File: src/vbs_map.svh
// Offsets, field positions, reset values and fixed codes of the slicer setup.
// Assumes it is included by bare name; definitions only.
`ifndef VBS_MAP_SVH
`define VBS_MAP_SVH

// ------------------------------------------------------------------
// Subaddresses
// ------------------------------------------------------------------
`define VBS_ADDR_CTRL 8'h40
`define VBS_ADDR_LINE_FIRST 8'h41
`define VBS_ADDR_LINE_LAST 8'h57
`define VBS_ADDR_FRAME_CODE 8'h58
`define VBS_ADDR_HOR_LOW 8'h59
`define VBS_ADDR_VER_LOW 8'h5a
`define VBS_ADDR_MSBS 8'h5b
`define VBS_ADDR_HEADER_ID 8'h5d
`define VBS_ADDR_SEC_ID 8'h5e

// ------------------------------------------------------------------
// Field positions and writable bit masks
// ------------------------------------------------------------------
`define VBS_BIT_PARITY_DIS 6
`define VBS_BIT_EXACT_CODE 5
`define VBS_BIT_SEARCH_STOP 4
`define VBS_BIT_FIELD_INV 7
`define VBS_BIT_RECODE 6
`define VBS_BIT_VER_MSB 4
`define VBS_BIT_REF_SEL 7
`define VBS_MASK_CTRL 8'h70
`define VBS_MASK_MSBS 8'hd7
`define VBS_MASK_HEADER_ID 8'hbf
`define VBS_MASK_SEC_ID 8'h3f

// ------------------------------------------------------------------
// Reset values
// ------------------------------------------------------------------
`define VBS_RST_LINE 8'hff
`define VBS_RST_FRAME_CODE 8'h40
`define VBS_RST_OTHER 8'h00

// ------------------------------------------------------------------
// Fixed framing codes, their lengths in bits, and line limits
// ------------------------------------------------------------------
`define VBS_CODE_TEXT 24'h000027
`define VBS_CODE_CAPTION 24'h000001
`define VBS_CODE_PROGRAM 24'h009951
`define VBS_CODE_WIDE 24'h1e3c1f
`define VBS_LEN_BYTE 5'h08
`define VBS_LEN_CAPTION 5'h03
`define VBS_LEN_PROGRAM 5'h10
`define VBS_LEN_WIDE 5'h18
`define VBS_LINE_FIRST 9'h002
`define VBS_LINE_LAST 9'h018
`define VBS_ID_SAV_RT 6'h3e
`define VBS_ID_SAV_TABLE 6'h3f
`define VBS_BYTE_LOW 8'h00
`define VBS_BYTE_HIGH 8'hff
`define VBS_BYTE_LOW_SUB 8'h03
`define VBS_BYTE_HIGH_SUB 8'hfc

`endif

File: src/vbs_pkg.sv
// Types shared by the slicer setup logic.
// Assumes the map header supplies all numeric constants.
package vbs_pkg;

    // Data type codes held in each nibble of a line type register.
    typedef enum logic [3:0] {
        TYPE_EURO_TEXT = 4'h0, TYPE_EURO_CAPTION = 4'h1,
        TYPE_PROGRAM = 4'h2, TYPE_WIDE = 4'h3,
        TYPE_US_TEXT = 4'h4, TYPE_US_CAPTION = 4'h5,
        TYPE_TEST = 4'h6, TYPE_RAW = 4'h7,
        TYPE_GEN_TEXT = 4'h8, TYPE_EURO_TIME = 4'h9,
        TYPE_US_TIME = 4'ha, TYPE_RESERVED = 4'hb,
        TYPE_NET_TEXT = 4'hc, TYPE_JP_TEXT = 4'hd,
        TYPE_JP_SWITCH = 4'he, TYPE_ACTIVE = 4'hf
    } vbs_dtype_e;

    // Per-line framing setup handed to the slicer.
    typedef struct packed {
        logic parityCheck;
        logic exactCode;
        logic searchStop;
        logic [4:0] codeLen;
        logic [23:0] code;
    } vbs_frame_s;

    // Per-line status as seen by the slicer.
    typedef struct packed {
        logic field;
        logic [8:0] line;
        logic [3:0] dtype;
    } vbs_status_s;

    // Static setup handed to the slicer and output formatter.
    typedef struct packed {
        logic [10:0] horOffset;
        logic [8:0] verOffset;
        logic savEav;
        logic [5:0] headerId;
        logic [5:0] secId;
    } vbs_cfg_s;

endpackage : vbs_pkg

File: src/vbs_slicer_control.sv
// Slicer setup registers, per-line type lookup and sliced byte path.
// Assumes a synchronous subaddress port and decoder timing strobes.
//
// Behaviour
// - Check parity of two bytes after framing code for types 0000 and 0100 unless disabled.
// - Policy bit clear allows one framing code bit error; set needs exact.
// - Amplitude search runs while stop bit clear; set freezes it.
// - One line type register per line 2..24; high nibble for slicer field 0.
// - Types 0000 and 0100 search framing code 27H.
// - Types 0001 and 0101 use framing pattern 001.
// - Type 0010 uses framing code 9951H.
// - Type 0011 uses framing code 1E3C1FH.
// - Types 1000,1001,1010,1101,1110 use the programmable framing code.
// - Types 0110,0111,1011,1100,1111 have no framing code; 1111 default.
// - Programmable framing code is 8 bits, reset 40H.
// - Horizontal offset is 11 bits split over two registers.
// - Vertical offset is 9 bits, low byte plus separate top bit.
// - Field offset bit set inverts the field indicator.
// - Recode turns data 00H into 03H and FFH into FCH.
// - Reference select picks table or real-time field and blank.
// - Identifier 00H gives header framing; 3EH and 3FH give SAV/EAV.
// - Secondary identifier of 6 bits, reset 00H, goes into header.
// - Each line reports slicer field, 9-bit line number and type.
`timescale 1ns/1ps
`include "vbs_map.svh"

// ------------------------------------------------------------------
// Byte FIFO between the slicer and the output formatter
// ------------------------------------------------------------------
module vbs_fifo #(
    parameter int WIDTH = 8,
    parameter int DEPTH = 16
) (
    input wire logic clock,
    input wire logic nrst,
    input wire logic inValid,
    output logic inReady,
    input wire logic [WIDTH-1:0] inData,
    output logic outValid,
    input wire logic outReady,
    output logic [WIDTH-1:0] outData
);
    localparam int AW = $clog2(DEPTH);
    localparam int CW = $clog2(DEPTH + 1);

    // Pointers wrap naturally, so the depth must be a power of two.
    if (DEPTH < 2 || (1 << AW) != DEPTH || WIDTH < 1) begin : g_chk
        $error("vbs_fifo: depth must be a power of two of 2 or more");
    end

    logic [WIDTH-1:0] mem_ff [DEPTH];
    logic [AW-1:0] wrPtr_ff, rdPtr_ff;
    logic [CW-1:0] count_ff, nxt_count;
    logic notFull_ff, notEmpty_ff, push, pop;

    // Handshakes and the next fill level.
    assign push = inValid && notFull_ff;
    assign pop = notEmpty_ff && outReady;
    assign nxt_count = count_ff + CW'(push) - CW'(pop);
    assign inReady = notFull_ff;
    assign outValid = notEmpty_ff;
    assign outData = mem_ff[rdPtr_ff];

    // Storage write.
    always_ff @(posedge clock) begin
        if (push) begin
            mem_ff[wrPtr_ff] <= inData;
        end
    end

    // Pointers, level and registered full and empty flags.
    always_ff @(posedge clock or negedge nrst) begin
        if (!nrst) begin
            wrPtr_ff <= '0;
            rdPtr_ff <= '0;
            count_ff <= '0;
            notFull_ff <= 1'b1;
            notEmpty_ff <= 1'b0;
        end else begin
            wrPtr_ff <= wrPtr_ff + AW'(push);
            rdPtr_ff <= rdPtr_ff + AW'(pop);
            count_ff <= nxt_count;
            notFull_ff <= nxt_count != CW'(DEPTH);
            notEmpty_ff <= nxt_count != '0;
        end
    end
endmodule : vbs_fifo

// ------------------------------------------------------------------
// Top: register bank, line lookup and byte path
// ------------------------------------------------------------------
module vbs_slicer_control #(
    parameter int FIFO_DEPTH = 16
) (
    input wire logic clock,
    input wire logic nrst,
    input wire logic regWrite,
    input wire logic regRead,
    input wire logic [7:0] subAddr,
    input wire logic [7:0] wrData,
    output logic [7:0] rdData,
    input wire logic fieldStart,
    input wire logic lineStart,
    input wire logic [8:0] lineCount,
    input wire logic fieldIndicator,
    input wire logic realtimeEvenField,
    input wire logic realtimeVerticalBlank,
    input wire logic sliceValid,
    output logic sliceReady,
    input wire logic [7:0] sliceByte,
    output logic outValid,
    input wire logic outReady,
    output logic [7:0] outByte,
    output vbs_pkg::vbs_frame_s frameSetup,
    output vbs_pkg::vbs_status_s lineStatus,
    output vbs_pkg::vbs_cfg_s slicerCfg,
    output logic fieldOut,
    output logic blankOut
);
    localparam int NREG = 31;
    localparam int ICODE = 24;
    localparam int IHOR = 25;
    localparam int IVER = 26;
    localparam int IMSB = 27;
    localparam int IHDR = 29;
    localparam int ISEC = 30;

    if (FIFO_DEPTH < 2) begin : g_chk
        $error("vbs_slicer_control: FIFO_DEPTH too small");
    end

    // Writable bits of each register slot.
    function automatic logic [7:0] wrMask(input int i);
        if (i == 0) return `VBS_MASK_CTRL;
        if (i <= IVER) return 8'hff;
        if (i == IMSB) return `VBS_MASK_MSBS;
        if (i == IHDR) return `VBS_MASK_HEADER_ID;
        if (i == ISEC) return `VBS_MASK_SEC_ID;
        return 8'h00;
    endfunction : wrMask
    // Reset value of each register slot.
    function automatic logic [7:0] resetVal(input int i);
        if (i >= 1 && i <= 23) return `VBS_RST_LINE;
        if (i == ICODE) return `VBS_RST_FRAME_CODE;
        return `VBS_RST_OTHER;
    endfunction : resetVal
    // Framing setup for one data type.
    function automatic vbs_pkg::vbs_frame_s frameOf(
        input logic [3:0] dtype, input logic [7:0] ctrl,
        input logic [7:0] progCode);
        vbs_pkg::vbs_frame_s f;
        f = '0;
        f.exactCode = ctrl[`VBS_BIT_EXACT_CODE];
        f.searchStop = ctrl[`VBS_BIT_SEARCH_STOP];
        case (vbs_pkg::vbs_dtype_e'(dtype))
            vbs_pkg::TYPE_EURO_TEXT, vbs_pkg::TYPE_US_TEXT: begin
                f.code = `VBS_CODE_TEXT;
                f.codeLen = `VBS_LEN_BYTE;
                f.parityCheck = !ctrl[`VBS_BIT_PARITY_DIS];
            end
            vbs_pkg::TYPE_EURO_CAPTION, vbs_pkg::TYPE_US_CAPTION: begin
                f.code = `VBS_CODE_CAPTION;
                f.codeLen = `VBS_LEN_CAPTION;
            end
            vbs_pkg::TYPE_PROGRAM: begin
                f.code = `VBS_CODE_PROGRAM;
                f.codeLen = `VBS_LEN_PROGRAM;
            end
            vbs_pkg::TYPE_WIDE: begin
                f.code = `VBS_CODE_WIDE;
                f.codeLen = `VBS_LEN_WIDE;
            end
            vbs_pkg::TYPE_GEN_TEXT, vbs_pkg::TYPE_EURO_TIME,
            vbs_pkg::TYPE_US_TIME, vbs_pkg::TYPE_JP_TEXT,
            vbs_pkg::TYPE_JP_SWITCH: begin
                f.code = {16'h0000, progCode};
                f.codeLen = `VBS_LEN_BYTE;
            end
            default: f.codeLen = 5'h00;
        endcase
        return f;
    endfunction : frameOf
    // Byte substitution for recoded output.
    function automatic logic [7:0] recode(input logic [7:0] b,
                                          input logic en);
        if (en && b == `VBS_BYTE_LOW) return `VBS_BYTE_LOW_SUB;
        if (en && b == `VBS_BYTE_HIGH) return `VBS_BYTE_HIGH_SUB;
        return b;
    endfunction : recode
    logic [7:0] shadow_ff [NREG];
    logic [7:0] act_ff [NREG];
    logic [7:0] rdData_ff, outByte_ff;
    logic [7:0] ctrlAct, msbAct, hdrAct, entry, fifoIn, fifoOut;
    logic [4:0] regIdx, tableIdx;
    logic [8:0] verOffset;
    logic [9:0] effLine;
    logic [3:0] lineType;
    logic inRange, inTable, fieldSeen, refRealtime;
    logic fifoOutValid, fifoDrain, outValid_ff, fieldOut_ff, blankOut_ff;
    vbs_pkg::vbs_frame_s frame_ff;
    vbs_pkg::vbs_status_s status_ff;
    vbs_pkg::vbs_cfg_s cfg_ff;

    // Subaddress decode into register slots.
    assign inRange = subAddr >= `VBS_ADDR_CTRL && subAddr <= `VBS_ADDR_SEC_ID;
    assign regIdx = 5'(subAddr - `VBS_ADDR_CTRL);

    // Host side copies, written at any time.
    always_ff @(posedge clock or negedge nrst) begin
        if (!nrst) begin
            for (int i = 0; i < NREG; i++) begin
                shadow_ff[i] <= resetVal(i);
            end
        end else begin
            for (int i = 0; i < NREG; i++) begin
                if (regWrite && inRange && regIdx == 5'(i)) begin
                    shadow_ff[i] <= wrData & wrMask(i);
                end
            end
        end
    end

    // Working copies follow the host copies only at a field start.
    always_ff @(posedge clock or negedge nrst) begin
        if (!nrst) begin
            for (int i = 0; i < NREG; i++) begin
                act_ff[i] <= resetVal(i);
            end
        end else if (fieldStart) begin
            act_ff <= shadow_ff;
        end
    end

    // Read port returns host copies; unmapped subaddresses read zero.
    always_ff @(posedge clock or negedge nrst) begin
        if (!nrst) begin
            rdData_ff <= 8'h00;
        end else if (regRead) begin
            rdData_ff <= inRange ? shadow_ff[regIdx] : 8'h00;
        end
    end

    // Working setup fields and the line table lookup.
    assign ctrlAct = act_ff[0];
    assign msbAct = act_ff[IMSB];
    assign hdrAct = act_ff[IHDR];
    assign verOffset = {msbAct[`VBS_BIT_VER_MSB], act_ff[IVER]};
    assign effLine = {1'b0, lineCount} - {1'b0, verOffset};
    assign inTable = !effLine[9] && effLine[8:0] >= `VBS_LINE_FIRST
                     && effLine[8:0] <= `VBS_LINE_LAST;
    assign tableIdx = 5'(effLine[4:0] - 5'h01);
    assign entry = act_ff[tableIdx];
    assign fieldSeen = fieldIndicator ^ msbAct[`VBS_BIT_FIELD_INV];
    assign lineType = !inTable ? 4'hf
                      : (fieldSeen ? entry[3:0] : entry[7:4]);
    // Special identifiers force the reference; otherwise the bit decides.
    assign refRealtime = hdrAct[5:0] == `VBS_ID_SAV_RT ? 1'b1
                         : hdrAct[5:0] == `VBS_ID_SAV_TABLE ? 1'b0
                         : hdrAct[`VBS_BIT_REF_SEL];

    // Per-line framing setup, status and field/blank references.
    always_ff @(posedge clock or negedge nrst) begin
        if (!nrst) begin
            frame_ff <= '0;
            status_ff <= '0;
            fieldOut_ff <= 1'b0;
            blankOut_ff <= 1'b0;
        end else if (lineStart) begin
            frame_ff <= frameOf(lineType, ctrlAct, act_ff[ICODE]);
            status_ff <= {fieldSeen, effLine[8:0], lineType};
            fieldOut_ff <= refRealtime ? realtimeEvenField
                                       : fieldSeen;
            blankOut_ff <= refRealtime ? realtimeVerticalBlank
                                       : lineType != 4'hf;
        end
    end

    // Static setup for slicer and formatter, refreshed every cycle.
    always_ff @(posedge clock or negedge nrst) begin
        if (!nrst) begin
            cfg_ff <= '0;
        end else begin
            cfg_ff.horOffset <= {msbAct[2:0], act_ff[IHOR]};
            cfg_ff.verOffset <= verOffset;
            cfg_ff.savEav <= hdrAct[5:0] == `VBS_ID_SAV_RT
                             || hdrAct[5:0] == `VBS_ID_SAV_TABLE;
            cfg_ff.headerId <= hdrAct[5:0];
            cfg_ff.secId <= act_ff[ISEC][5:0];
        end
    end

    // Sliced bytes are recoded on the way into the FIFO.
    assign fifoIn = recode(sliceByte, msbAct[`VBS_BIT_RECODE]);
    assign fifoDrain = !outValid_ff || outReady;
    vbs_fifo #(.WIDTH(8), .DEPTH(FIFO_DEPTH)) u_fifo (
        .clock(clock),
        .nrst(nrst),
        .inValid(sliceValid),
        .inReady(sliceReady),
        .inData(fifoIn),
        .outValid(fifoOutValid),
        .outReady(fifoDrain),
        .outData(fifoOut)
    );

    // Output register stage stalls the FIFO while the sink refuses.
    always_ff @(posedge clock or negedge nrst) begin
        if (!nrst) begin
            outValid_ff <= 1'b0;
            outByte_ff <= 8'h00;
        end else if (fifoDrain) begin
            outValid_ff <= fifoOutValid;
            if (fifoOutValid) begin
                outByte_ff <= fifoOut;
            end
        end
    end

    assign rdData = rdData_ff;
    assign outValid = outValid_ff;
    assign outByte = outByte_ff;
    assign frameSetup = frame_ff;
    assign lineStatus = status_ff;
    assign slicerCfg = cfg_ff;
    assign fieldOut = fieldOut_ff;
    assign blankOut = blankOut_ff;
endmodule : vbs_slicer_control

File: config.mk
export PLATFORM = sky130hd
export DESIGN_NAME = vbs_slicer_control
export DESIGN_NICKNAME = d
export VERILOG_FILES = /design/src/vbs_pkg.sv /design/src/vbs_slicer_control.sv
export VERILOG_INCLUDE_DIRS = /design/src /design/src/src
export SDC_FILE = /design/constraint.sdc
export NUM_CORES = 1
export LEC_CHECK = 0
export ABC_AREA = 1
export BUFFER_PORTS_ARGS = -buffer_cell sky130_fd_sc_hd__buf_2
export CAP_MARGIN = 20
export CORE_MARGIN = 5
export CORE_UTILIZATION = 40
export CTS_CLUSTER_SIZE = 14
export DETAILED_ROUTE_END_ITERATION = 8
export HOLD_SLACK_MARGIN = 0.03
export PLACE_DENSITY = 0.55
export SLEW_MARGIN = 20
export SYNTH_ARGS = -nofsm -noshare
export SYNTH_HDL_FRONTEND = slang
export SYNTH_SLANG_ARGS = --single-unit
File: constraint.sdc
create_clock -name clock -period 4.9 [get_ports clock]
set_clock_uncertainty 0.05 [all_clocks]
set_input_delay 0.735 -clock clock [delete_from_list [all_inputs] [get_ports clock]]
set_output_delay 0.735 -clock clock [all_outputs]
set_load 0.03 [all_outputs]
# --- Yosys cells after proc, flatten, opt, wreduce, memory -nomap -nowiden ---
# Memories as Yosys holds them, arrays and structs flattened. A register that Yosys moved wholly into a read port is not among the register bits.
# Index checks and enable logic that the tools add are counted.
op_classes:
  n_reduce_logical: 53
  n_bitwise: 33
  n_eq_ne: 44
  n_mux: 118
  addsub: 7
  magnitude_cmp: 6
op_table:
  columns: ["op", "count"]
  rows:
  - ["8-bit 2-to-1 mux", 69]
  - ["8-bit AND", 30]
  - ["21-bit case mux with 5 select lines", 1]
  - ["8-bit binary-select mux with 5-bit select", 2]
  - ["5-bit equality test (second input constant)", 14]
  - ["1-bit 2-to-1 mux", 42]
  - ["5-bit by 4-bit equality test with 1-bit output (second input constant)", 8]
  - ["1-bit logical AND", 38]
  - ["4-bit equality test (second input constant)", 5]
  - ["5-bit by 3-bit equality test with 1-bit output (second input constant)", 4]
  - ["5-bit case mux with 4 select lines", 1]
  - ["6-bit equality test (second input constant)", 2]
  - ["6-bit >= comparator (second input constant)", 2]
  - ["5-bit NOT with 6-bit output", 2]
  - ["5-bit by 2-bit equality test with 1-bit output (second input constant)", 2]
  - ["5-bit by 1-bit subtractor with 5-bit output (second input constant)", 2]
  - ["9-bit by 9-bit subtractor with 10-bit output", 1]
  - ["9-bit by 2-bit >= comparator with 1-bit output (second input constant)", 1]
  - ["9-bit by 5-bit <= comparator with 1-bit output (second input constant)", 1]
  - ["4-bit by 1-bit adder with 4-bit output", 2]
  - ["4-bit by 2-bit equality test with 1-bit output (second input constant)", 2]
  - ["4-bit by 3-bit equality test with 1-bit output (second input constant)", 2]
  - ["8-bit equality test (second input constant)", 1]
  - ["8-bit by 7-bit >= comparator with 1-bit output (second input constant)", 1]
  - ["other kinds (20)", 26]
word_totals:
  ff_bits: 585
  mem_bits_rw: 128
  word_cells: 344
  out_inout_bits: 99
  n_memories: 1
memory_table:
  columns: ["memory", "words", "word_bits", "rd", "rd_ports_with_merged_regs", "write_ports", "line_no", "text"]
  rows:
  - ["u_fifo.mem_ff", 16, 8, 1, 1, 1, "vbs_slicer_control.sv:51", "logic [WIDTH-1:0] mem_ff [DEPTH];"]

# --- Depth between registers and ports, before layout ---
# Gate-level depths: netlist (run 1).
logic_depth:
  depth_word: 11
  depth_mapped: 25
  ltp_nobuf: 22

# --- Hierarchy ---
# From an unflattened synthesis (run 1), not the netlist that was laid out.
unflattened:
  hier_cells: 3453
  area_unflattened_um2: 31228.7
modules_own_cells:
  columns: ["mod", "seq_area_each_um2", "n_inst", "cells_per_inst", "area_per_inst_um2"]
  rows:
  - ["vbs_slicer_control", 14051.0, 1, 2862, 25072.8]
  - ["vbs_fifo", 4220.3, 1, 591, 6155.9]

# --- Least setup slack after synthesis (run 1) ---
# OpenSTA, ideal clock, no wires.
synth_timing:
  path_type: "input to register"
  startpoint: "in lineCount[0]"
  endpoint: "reg frame_ff (netlist bit frameSetup[1])"
  required_time_ns: 4.733
  setup_time_ns: 0.117
  path_slack_ns: 1.392
  arrival_ns: 3.341
  stages: 22
  path_buffers: 3
  cell_sequence: "inv_1 > ha_1 > inv_2 > fa_1 > ha_1 > buf_2 > buf_2 > buf_2 > nand3_1 > a21boi_0 > o21ai_0 > nand2_1 > nand3_1 > inv_1 > nor2_1 > nor2_4 > nand2_2 > nor2_1 > nor2_1 > nand2_2 > nand3_1 > nand2_1"
synth_between:
  elab_chain_len: 11
  word_cells_on_any_way: 28
  cone_classes: "add/sub: 2; order compare: 2; eq/ne: 10; mux: 6; bitwise: 1; reduce/logical: 7"
synth_lines:
  columns: ["item", "line_no", "text"]
  rows:
  - ["from (decl)", "vbs_slicer_control.sv:104", "input wire logic [8:0] lineCount,"]
  - ["9-bit by 9-bit subtractor with 10-bit output *", "vbs_slicer_control.sv:248", "assign effLine = {1'b0, lineCount} - {1'b0, verOffset};"]
  - ["named net effLine[1]", "vbs_slicer_control.sv:196", "logic [9:0] effLine;"]
  - ["5-bit by 1-bit subtractor with 5-bit output", "vbs_slicer_control.sv:251", "assign tableIdx = 5'(effLine[4:0] - 5'h01);"]
  - ["5-bit NOT with 6-bit output (not written as such)", "vbs_slicer_control.sv:252", "assign entry = act_ff[tableIdx];"]
  - ["8-bit binary-select mux with 5-bit select", "vbs_slicer_control.sv:252", null]
  - ["8-bit 2-to-1 mux (not written as such) (2 in series)", "vbs_slicer_control.sv:252", null]
  - ["4-bit 2-to-1 mux", "vbs_slicer_control.sv:255", ": (fieldSeen ? entry[3:0] : entry[7:4]);"]
  - ["4-bit 2-to-1 mux *", "vbs_slicer_control.sv:254", "assign lineType = !inTable ? 4'hf"]
  - ["4-bit equality test (tied with other cells)", "vbs_slicer_control.sv:155", "case (vbs_pkg::vbs_dtype_e'(dtype))"]
  - ["5-bit OR reduction or 2-bit OR reduction (tied branches)", "vbs_slicer_control.sv:155", null]
  - ["21-bit case mux with 5 select lines *", "vbs_slicer_control.sv:155", null]
  - ["to (signal assigned)", "vbs_slicer_control.sv:269", "frame_ff <= frameOf(lineType, ctrlAct, act_ff[ICODE]);"]
  - ["to (decl)", "vbs_slicer_control.sv:200", "vbs_pkg::vbs_frame_s frame_ff;"]
# The timed path passes the listed nets; every way through them passes the cells marked *. The select of a mux whose other input is x is not followed.
# A chain may end at the register's enable or synchronous reset.

# --- Worst setup path in the final report (run 1) ---
layout_timing:
  startpoint: "reg act_ff[32] in the netlist's numbering"
  endpoint: "reg frame_ff (netlist bit frameSetup[2])"
layout_between:
  elab_chain_len: 11
  word_cells_on_any_way: 28
  cone_classes: "add/sub: 2; order compare: 2; eq/ne: 10; mux: 6; bitwise: 1; reduce/logical: 7"
layout_lines:
  columns: ["item", "line_no", "text"]
  rows:
  - ["from (decl)", "vbs_slicer_control.sv:191", "logic [7:0] act_ff [NREG];"]
  - ["from (signal, indexed assignment)", "vbs_slicer_control.sv:227", "act_ff[i] <= resetVal(i);"]
  - ["from (signal assigned)", "vbs_slicer_control.sv:230", "act_ff <= shadow_ff;"]
  - ["9-bit by 9-bit subtractor with 10-bit output *", "vbs_slicer_control.sv:248", null]
  - ["named net effLine[1]", "vbs_slicer_control.sv:196", null]
  - ["5-bit by 1-bit subtractor with 5-bit output", "vbs_slicer_control.sv:251", null]
  - ["5-bit NOT with 6-bit output (not written as such)", "vbs_slicer_control.sv:252", null]
  - ["8-bit binary-select mux with 5-bit select", "vbs_slicer_control.sv:252", null]
  - ["8-bit 2-to-1 mux (not written as such) (2 in series)", "vbs_slicer_control.sv:252", null]
  - ["4-bit 2-to-1 mux", "vbs_slicer_control.sv:255", null]
  - ["4-bit 2-to-1 mux *", "vbs_slicer_control.sv:254", null]
  - ["4-bit equality test (tied with other cells)", "vbs_slicer_control.sv:155", null]
  - ["5-bit OR reduction or 2-bit OR reduction (tied branches)", "vbs_slicer_control.sv:155", null]
  - ["21-bit case mux with 5 select lines *", "vbs_slicer_control.sv:155", null]
# Marks and branches as above.

==> summary.txt, run 1 <==
Status
  – Status: finished clean

Floorplan
  – Row count: 101
  – Die span in y: 287.4 µm
  – Effective utilization at floorplan: 0.4046
  – Die outline width: 287.4 µm
  – Ports placed on the boundary: 143
  – Core area: 76,080 µm²
  – Area of the die: 82,590 µm²

Setup path
  – Endpoint of the worst setup timing path: frameSetup[2]
  – Slowest cell on the critical path: fa_1
  – Cell family contributing the most delay on the critical path: simple AND/OR/NAND/NOR gates
  – Peak fanout along the critical path: 30
  – Start point of the critical path: act_ff[32]
  – Worst Reg-to-Reg Cells: 22
  – Cell-by-cell trace of the critical path: ha_4 -> inv_2 -> fa_1 -> inv_1 -> ha_1 -> inv_1 -> nand3_1 -> nand2_1 -> buf_4 -> nand2_1 -> nand2_1 -> nand2_1 -> nand3_1 -> nand3_1 -> nand3_2 -> nand2_2 -> inv_2 -> nor2_8 -> nand2_2 -> nand2_2 -> nand3_1 -> nand2_1
  – Worst path most repeated cell: nand2_1
  – Worst reg-to-reg setup slack: 1.02 ns
  – Worst Path Class, Setup: reg2reg
  – R2R Path End: frameSetup[2]
  – Kind of end point of the critical path: flip-flop
  – WP buf/inv: 5
  – Crit. path cell count: 22
  – Critical path data required time: 5.36 ns
  – Critical Path Start Type: flip-flop
  – Crit path arrival time: 4.34 ns
  – Reg2Reg Launch Point: act_ff[32]
  – Largest stage delay on the critical path: 0.54 ns

Final layout
  – Count of nets after finishing: 3,390
  – Count of non-filler cells in the finished layout: 4,422
  – Share of layout cells above drive strength 1: 0.2309
  – Area Overhead vs Synth: 13.39%

Synthesis
  – Portion of the post-synthesis area used by sequential elements: 0.5936
  – Largest area contributor in the netlist: dfstp_2
  – Number of warnings printed during yosys synthesis: 0
  – Cells taking the most area after synthesis: dfstp_2 32%, dfrtp_1 15%, edfxtp_1 12%
  – Post-synth top flop: dfstp_2
  – Flops & latches, synth: 686
  – Synth cell count leaders: 802 x nand2_1, 536 x o21ai_0, 371 x dfstp_2
  – Fraction of synthesis flops using an asynchronous set or reset pin: 0.8134
  – Total standard cell area after synthesis: 30,780 µm²
  – Cell with the most instances after synthesis: nand2_1
  – Area fraction of the dominant cell type after synthesis: 0.3167
  – Unique masters post-synth: 53
  – Synth Instances: 3,277
  – Mapped Avg Cell Area: 9.392 µm²
  – Number of flops mapped to enable cells by yosys: 128

Clocking
  – H-tree depth reported by CTS: 3
  – Clock tree from TritonCTS: yes
  – Post-cts hold buffer count: 0
  – TritonCTS Sinks: 686
  – Clock slew at reported path FFs: 0.06 ns
  – Number of buffers between clock root and the deepest sink: 3
  – Post-CTS setup buffer count: 0
  – Clock latency on the worst-skew pair: 0.64 ns
  – Number of buffers created by CTS: 78
  – Number of gates resized after CTS: 0
  – Cell chosen for the clock root: clkbuf_16

Global route
  – Global-route usage over all layers: 0.2265
  – Largest net degree at the start of global routing: 143
  – Antenna violations before repair: 5
  – Vias in the first global route: 23.46k
  – First-pass GRT wire length: 145,000 µm
  – Aggregate global routing overflow: 0

Drt
  – Post-route DRC: 0
  – Routed Antenna Nets: 0
  – Via count: 23.95k
  – Average routed wire per standard cell: 21.35 µm
  – Via density: 5.416
  – Detailed Routing Iterations Pass 1: 6
  – Final Routed Wirelength: 94,410 µm
  – Violation count after the first detailed-routing iteration: 2,219

STA
  – Unrepaired setup endpoints after global routing: false
  – Least-Margin Pin Slew: 1.087 ns
  – Max_slew headroom: 0.2747
  – Post-route clock period utilization: 0.7926
  – Setup-violating endpoint count in the final report: 0
  – Max-slew violation count: 0
  – Maximum clock rate: 257.5 MHz
  – Final Hold Violating Endpoints: 0
  – Setup TNS Final: 0 ns
  – Time the final worst path needs with I/O delays and setup: 3.884 ns

Power and ir drop
  – Peak VDD IR: 220.0 µV
  – Static Leak: 14.29 nW
  – Fraction of power consumed by the clock network: 0.373
  – Combinational share of power: 0.194
  – Final Power: 0.01545 W
  – Switching Fraction: 0.3106
  – Pwr Density: 442.8 nW/µm²
  – NetSw: 0.004800 W
  – Cell internal pwr: 0.01065 W
  – Part of the total power dissipated in sequential elements: 0.433

Placed design
  – DP HPWL: 62,100 µm
  – IO Port Bufs: 135
  – RePlAce Congestion: 0.8788
  – Cell Count Post-Placement: 4,273

Job
  – Count of maximum capacitance violations: 0

Hold path
  – Hold Crit Class: in2async
-- stage by stage --
step | utilization | area (µm²) | worst slack [ns] | hold slack [ns]
5_1_grt | 0.4586 | 34890 | 0.7574 | 0.1458
4_1_cts | 0.4582 | 34860 | 1.026 | 0.1044
3_5_place_dp | 0.4250 | 32330 | 0.5131 | 0.3163
3_3_place_gp | 0.4250 | 32330 | 0.5094 | 0.3144
2_1_floorplan | - | 30800 | 1.392 | 0.3037
6_report | 0.4588 | 34900 | 1.016 | 0.08459
-- worst min-delay path by stage --
stage / end / slack (ns) / cells past startpoint
global placement: slicerCfg[7] / 0.31 / 0
detailed placement: slicerCfg[30] / 0.32 / 0
finish: u_fifo.rdPtr_ff[0] / 0.08 / 1
global route: u_fifo.rdPtr_ff[0] / 0.15 / 1
CTS: u_fifo.rdPtr_ff[0] / 0.10 / 1
floorplan: slicerCfg[14] / 0.30 / 0
-- state kept, by name (all words and copies together), names as in the netlist, 8 cells and up --
signal         flops
shadow_ff        230
act_ff           214
u_fifo.mem_ff    128
slicerCfg         33
frameSetup        17
lineStatus        14
outByte            8
rdData             8
-- cell families after synthesis --
kind of cell,count (synthesis),synth area share
other cells,1,0.0001218
simple gates,1156,0.1515
xor+xnor,9,0.002561
flops,686,0.5936
mux,72,0.02634
buf+inv,468,0.06163
fa+ha+maj,22,0.009431
compound gates,863,0.1548
-- final cells by class --
type	count	area, µm²
repair buffers	182	1206
clock buffers	110	2193
flip-flops and latches	686	18270
fillers	7327	41170
multi-input cells	2129	10670
clock inverters	33	334.1
inverters	247	927.1
diodes	5	12.51
well taps	1030	1289
-- power groups by stage --
stage               sequential, W  combinational, W  clock, W
floorplan                 0.00682           0.00184         0
global placement          0.00676           0.00296         0
detailed placement        0.00678           0.00301         0
CTS                       0.00669           0.00302   0.00588
global route              0.00675           0.00332   0.00613
finish                    0.00670           0.00300   0.00576
-- cells in the final DEF, fill, tap and decap left out, drive strengths merged, types with 107 or more instances in the layout --
cell type	instances
inv	247
a21oi	107
dfstp	371
o21ai	543
dfrtp	187
clkbuf	110
nand2	819
buf	182
o22ai	110
edfxtp	128
nor2	207
-- metal layers --
metal	share of wire	vias to the layer above	routed length, µm	GRT usage
met3	0.074	133	6995	0.03973
met5	0	-	0	0
li1	-	11094	-	-
met1	0.44	11914	41520	0.3228
met2	0.46	810	43420	0.3562
met4	0.026	0	2478	0.06790
(Power assumes the default switching activity.)
==> run 2, diff against run 1 <==
- clock period: 4.9 -> 3.59 ns (I/O delays scaled with it)
==> run 2 against run 1 <==
  * Worst setup slack worse by 0.93 ns
  * Sequential share of layout area is 2.0 points lower
  * Sequential cell count stayed put
  * Global-route usage is 0.81 points higher
  * Worst hold slack better by 0.029 ns
  * Design area is 3.9% higher
  * Die area stayed put
  * Critical path depth is 1 lower
  * Final cell count is 2.2% higher
  * Non-clock buffer count is 111 higher
  * Critical endpoint is now frameSetup[0]
==> summary.txt, run 2 (synthesized netlist as in run 1, its figures left out) <==
Clocking
  – Clock latency on the worst-skew pair: 0.63 ns
  – Number of buffers between clock root and the deepest sink: 3
  – TritonCTS Sinks: 686
  – Clock tree from TritonCTS: yes
  – H-tree depth reported by CTS: 3
  – Clock slew at reported path FFs: 0.06 ns
  – Number of buffers created by CTS: 75
  – Cell chosen for the clock root: clkbuf_16

Setup path
  – Critical path data required time: 4.11 ns
  – Peak fanout along the critical path: 7
  – Kind of end point of the critical path: flip-flop
  – Worst reg-to-reg setup slack: 0.09 ns
  – Critical Path Start Type: flip-flop
  – Reg2Reg Launch Point: act_ff[32]
  – Crit path arrival time: 4.02 ns
  – Start point of the critical path: act_ff[32]
  – Worst Path Class, Setup: reg2reg

Power and ir drop
  – Static Leak: 14.97 nW
  – Peak VDD IR: 314.4 µV
  – Pwr Density: 590.6 nW/µm²

Hold path
  – Hold Crit Class: in2reg
  – Hold Path Origin: wrData[7]

Floorplan
  – Die span in y: 287.4 µm
  – Core area: 76,080 µm²
  – Row count: 101
  – Ports placed on the boundary: 143
  – Die outline width: 287.4 µm
  – Area of the die: 82,590 µm²
  – Effective utilization at floorplan: 0.4046

Global route
  – Largest net degree at the start of global routing: 164
  – Aggregate global routing overflow: 0
  – Global-route usage over all layers: 0.2346
  – Antenna violations before repair: 4
  – Vias in the first global route: 24.02k
  – First-pass GRT wire length: 149,600 µm

Final layout
  – Cell area after layout: 36,260 µm²
  – Count of nets after finishing: 3,498
  – Most common cell after layout, fill and taps aside: nand2_1
  – Top flop regs: shadow_ff (230), act_ff (214), u_fifo.mem_ff (128)
  – Leading cell types in the layout, fill and taps excluded: 784 x nand2_1, 526 x o21ai_0, 371 x dfstp_2, 235 x inv_1, 197 x nor2_1
  – Register name with the most flops: shadow_ff
  – Count of non-filler cells in the finished layout: 4,521
  – Area Overhead vs Synth: 17.80%
  – Share of layout cells above drive strength 1: 0.2688
  – FILL cells: 7,137
  – Flip-flop count of the largest register, all copies and words added: 230

STA
  – Post-route clock period utilization: 0.9759
  – Setup-violating endpoint count in the final report: 0
  – Setup TNS Final: 0 ns
  – Maximum clock rate: 285.4 MHz
  – Final Hold Violating Endpoints: 0
  – Time the final worst path needs with I/O delays and setup: 3.504 ns
  – Max-slew violation count: 0
  – Least-Margin Pin Slew: 1.153 ns
  – Slack of the critical path: 0.08638 ns
  – Max_slew headroom: 0.2305

Drt
  – Routed Antenna Nets: 0
  – Detailed Routing Iterations Pass 1: 5
  – Via density: 5.411
  – Via count: 24.46k
  – Post-route DRC: 0
  – Final Routed Wirelength: 99,610 µm
  – Violation count after the first detailed-routing iteration: 2,334
  – Average routed wire per standard cell: 22.03 µm

Placed design
  – RePlAce Congestion: 0.9081
  – Place WS: -0.6104 ns
  – IO Port Bufs: 135
  – Cell area after placement: 33,280 µm²
  – DP HPWL: 66,500 µm
  – Cell Count Post-Placement: 4,373

Status
  – Status: finished clean

Job
  – Count of maximum capacitance violations: 0
run 2: critical path: stages, from the launching register on:
cell and delay (ns):
dfrtp_1 0.41, ha_4 0.16, inv_4 0.04, fa_2 0.61, ha_4 0.23, buf_12 0.16
buf_4 0.14, clkbuf_16 0.16, o211ai_1 0.09, nand2_1 0.12, nand2_1 0.11, nand2_1 0.08
nand2_1 0.08, nand3_2 0.15, nand3_4 0.15, nand3_4 0.11, buf_4 0.17, nor2_1 0.14
nor2_1 0.07, nand2_1 0.07, nand2_1 0.05, nand2_1 0.06
run 2: layout make-up:
type | instances | area, µm² | share of cell area
antenna | 2 | 5.005 | 0.0001380
clock buffer | 104 | 2116 | 0.05835
inverter | 247 | 934.6 | 0.02578
clock inverter | 30 | 332.8 | 0.009179
sequential | 686 | 18270 | 0.5039
tap | 1030 | 1289 | 0.03554
timing repair buffer | 293 | 2350 | 0.06481
multi-input combinational | 2129 | 10960 | 0.3023
run 2: path summary, 6_finish.rpt:
check / endpoint / depth (start not counted)
setup / recovery: frameSetup[0] / 21
hold / removal: shadow_ff[87] / 3
setup reg to reg: frameSetup[0] / 21
hold reg to reg: slicerCfg[30] / 0
max in group asynchronous: shadow_ff[171] / 3
min in group asynchronous: u_fifo.rdPtr_ff[2] / 2
run 2: routing by layer:
layer	routed length [µm]	part of all wire	track usage	vias up
met3	6658	0.067	0.04243	192
met1	43520	0.44	0.3271	12066
met2	46090	0.46	0.3743	891
li1	-	-	-	11310
met4	3338	0.034	0.07442	2
met5	13	0.00013	0	-
run 2: timing repair:
action                                  in CTS  in global routing
gates resized for setup                      8                 86
cloned                                       0                  4
endpoints found under the hold margin       26                  0
hold buffers                                 1                  0
pin swaps                                    2                 28
buffers inserted                             2                  5
endpoints found under the setup margin      16                 17
run 2: per-stage QoR:
step             util  total power, W  hold slack [ns]
5_1_grt        0.4765         0.02237           0.1200
2_1_floorplan       -         0.01183           0.1929
6_report       0.4766         0.02141           0.1132
3_5_place_dp   0.4374         0.01360           0.3197
3_3_place_gp   0.4374         0.01348           0.3206
4_1_cts        0.4704         0.02136          0.08896
run 2: power breakdown:
| group | switching [W] | internal [W] |
|---|---|---|
| combinational | 0.00306 | 0.00149 |
| clock | 0.00328 | 0.00444 |
| sequential | 0.000385 | 0.00877 |
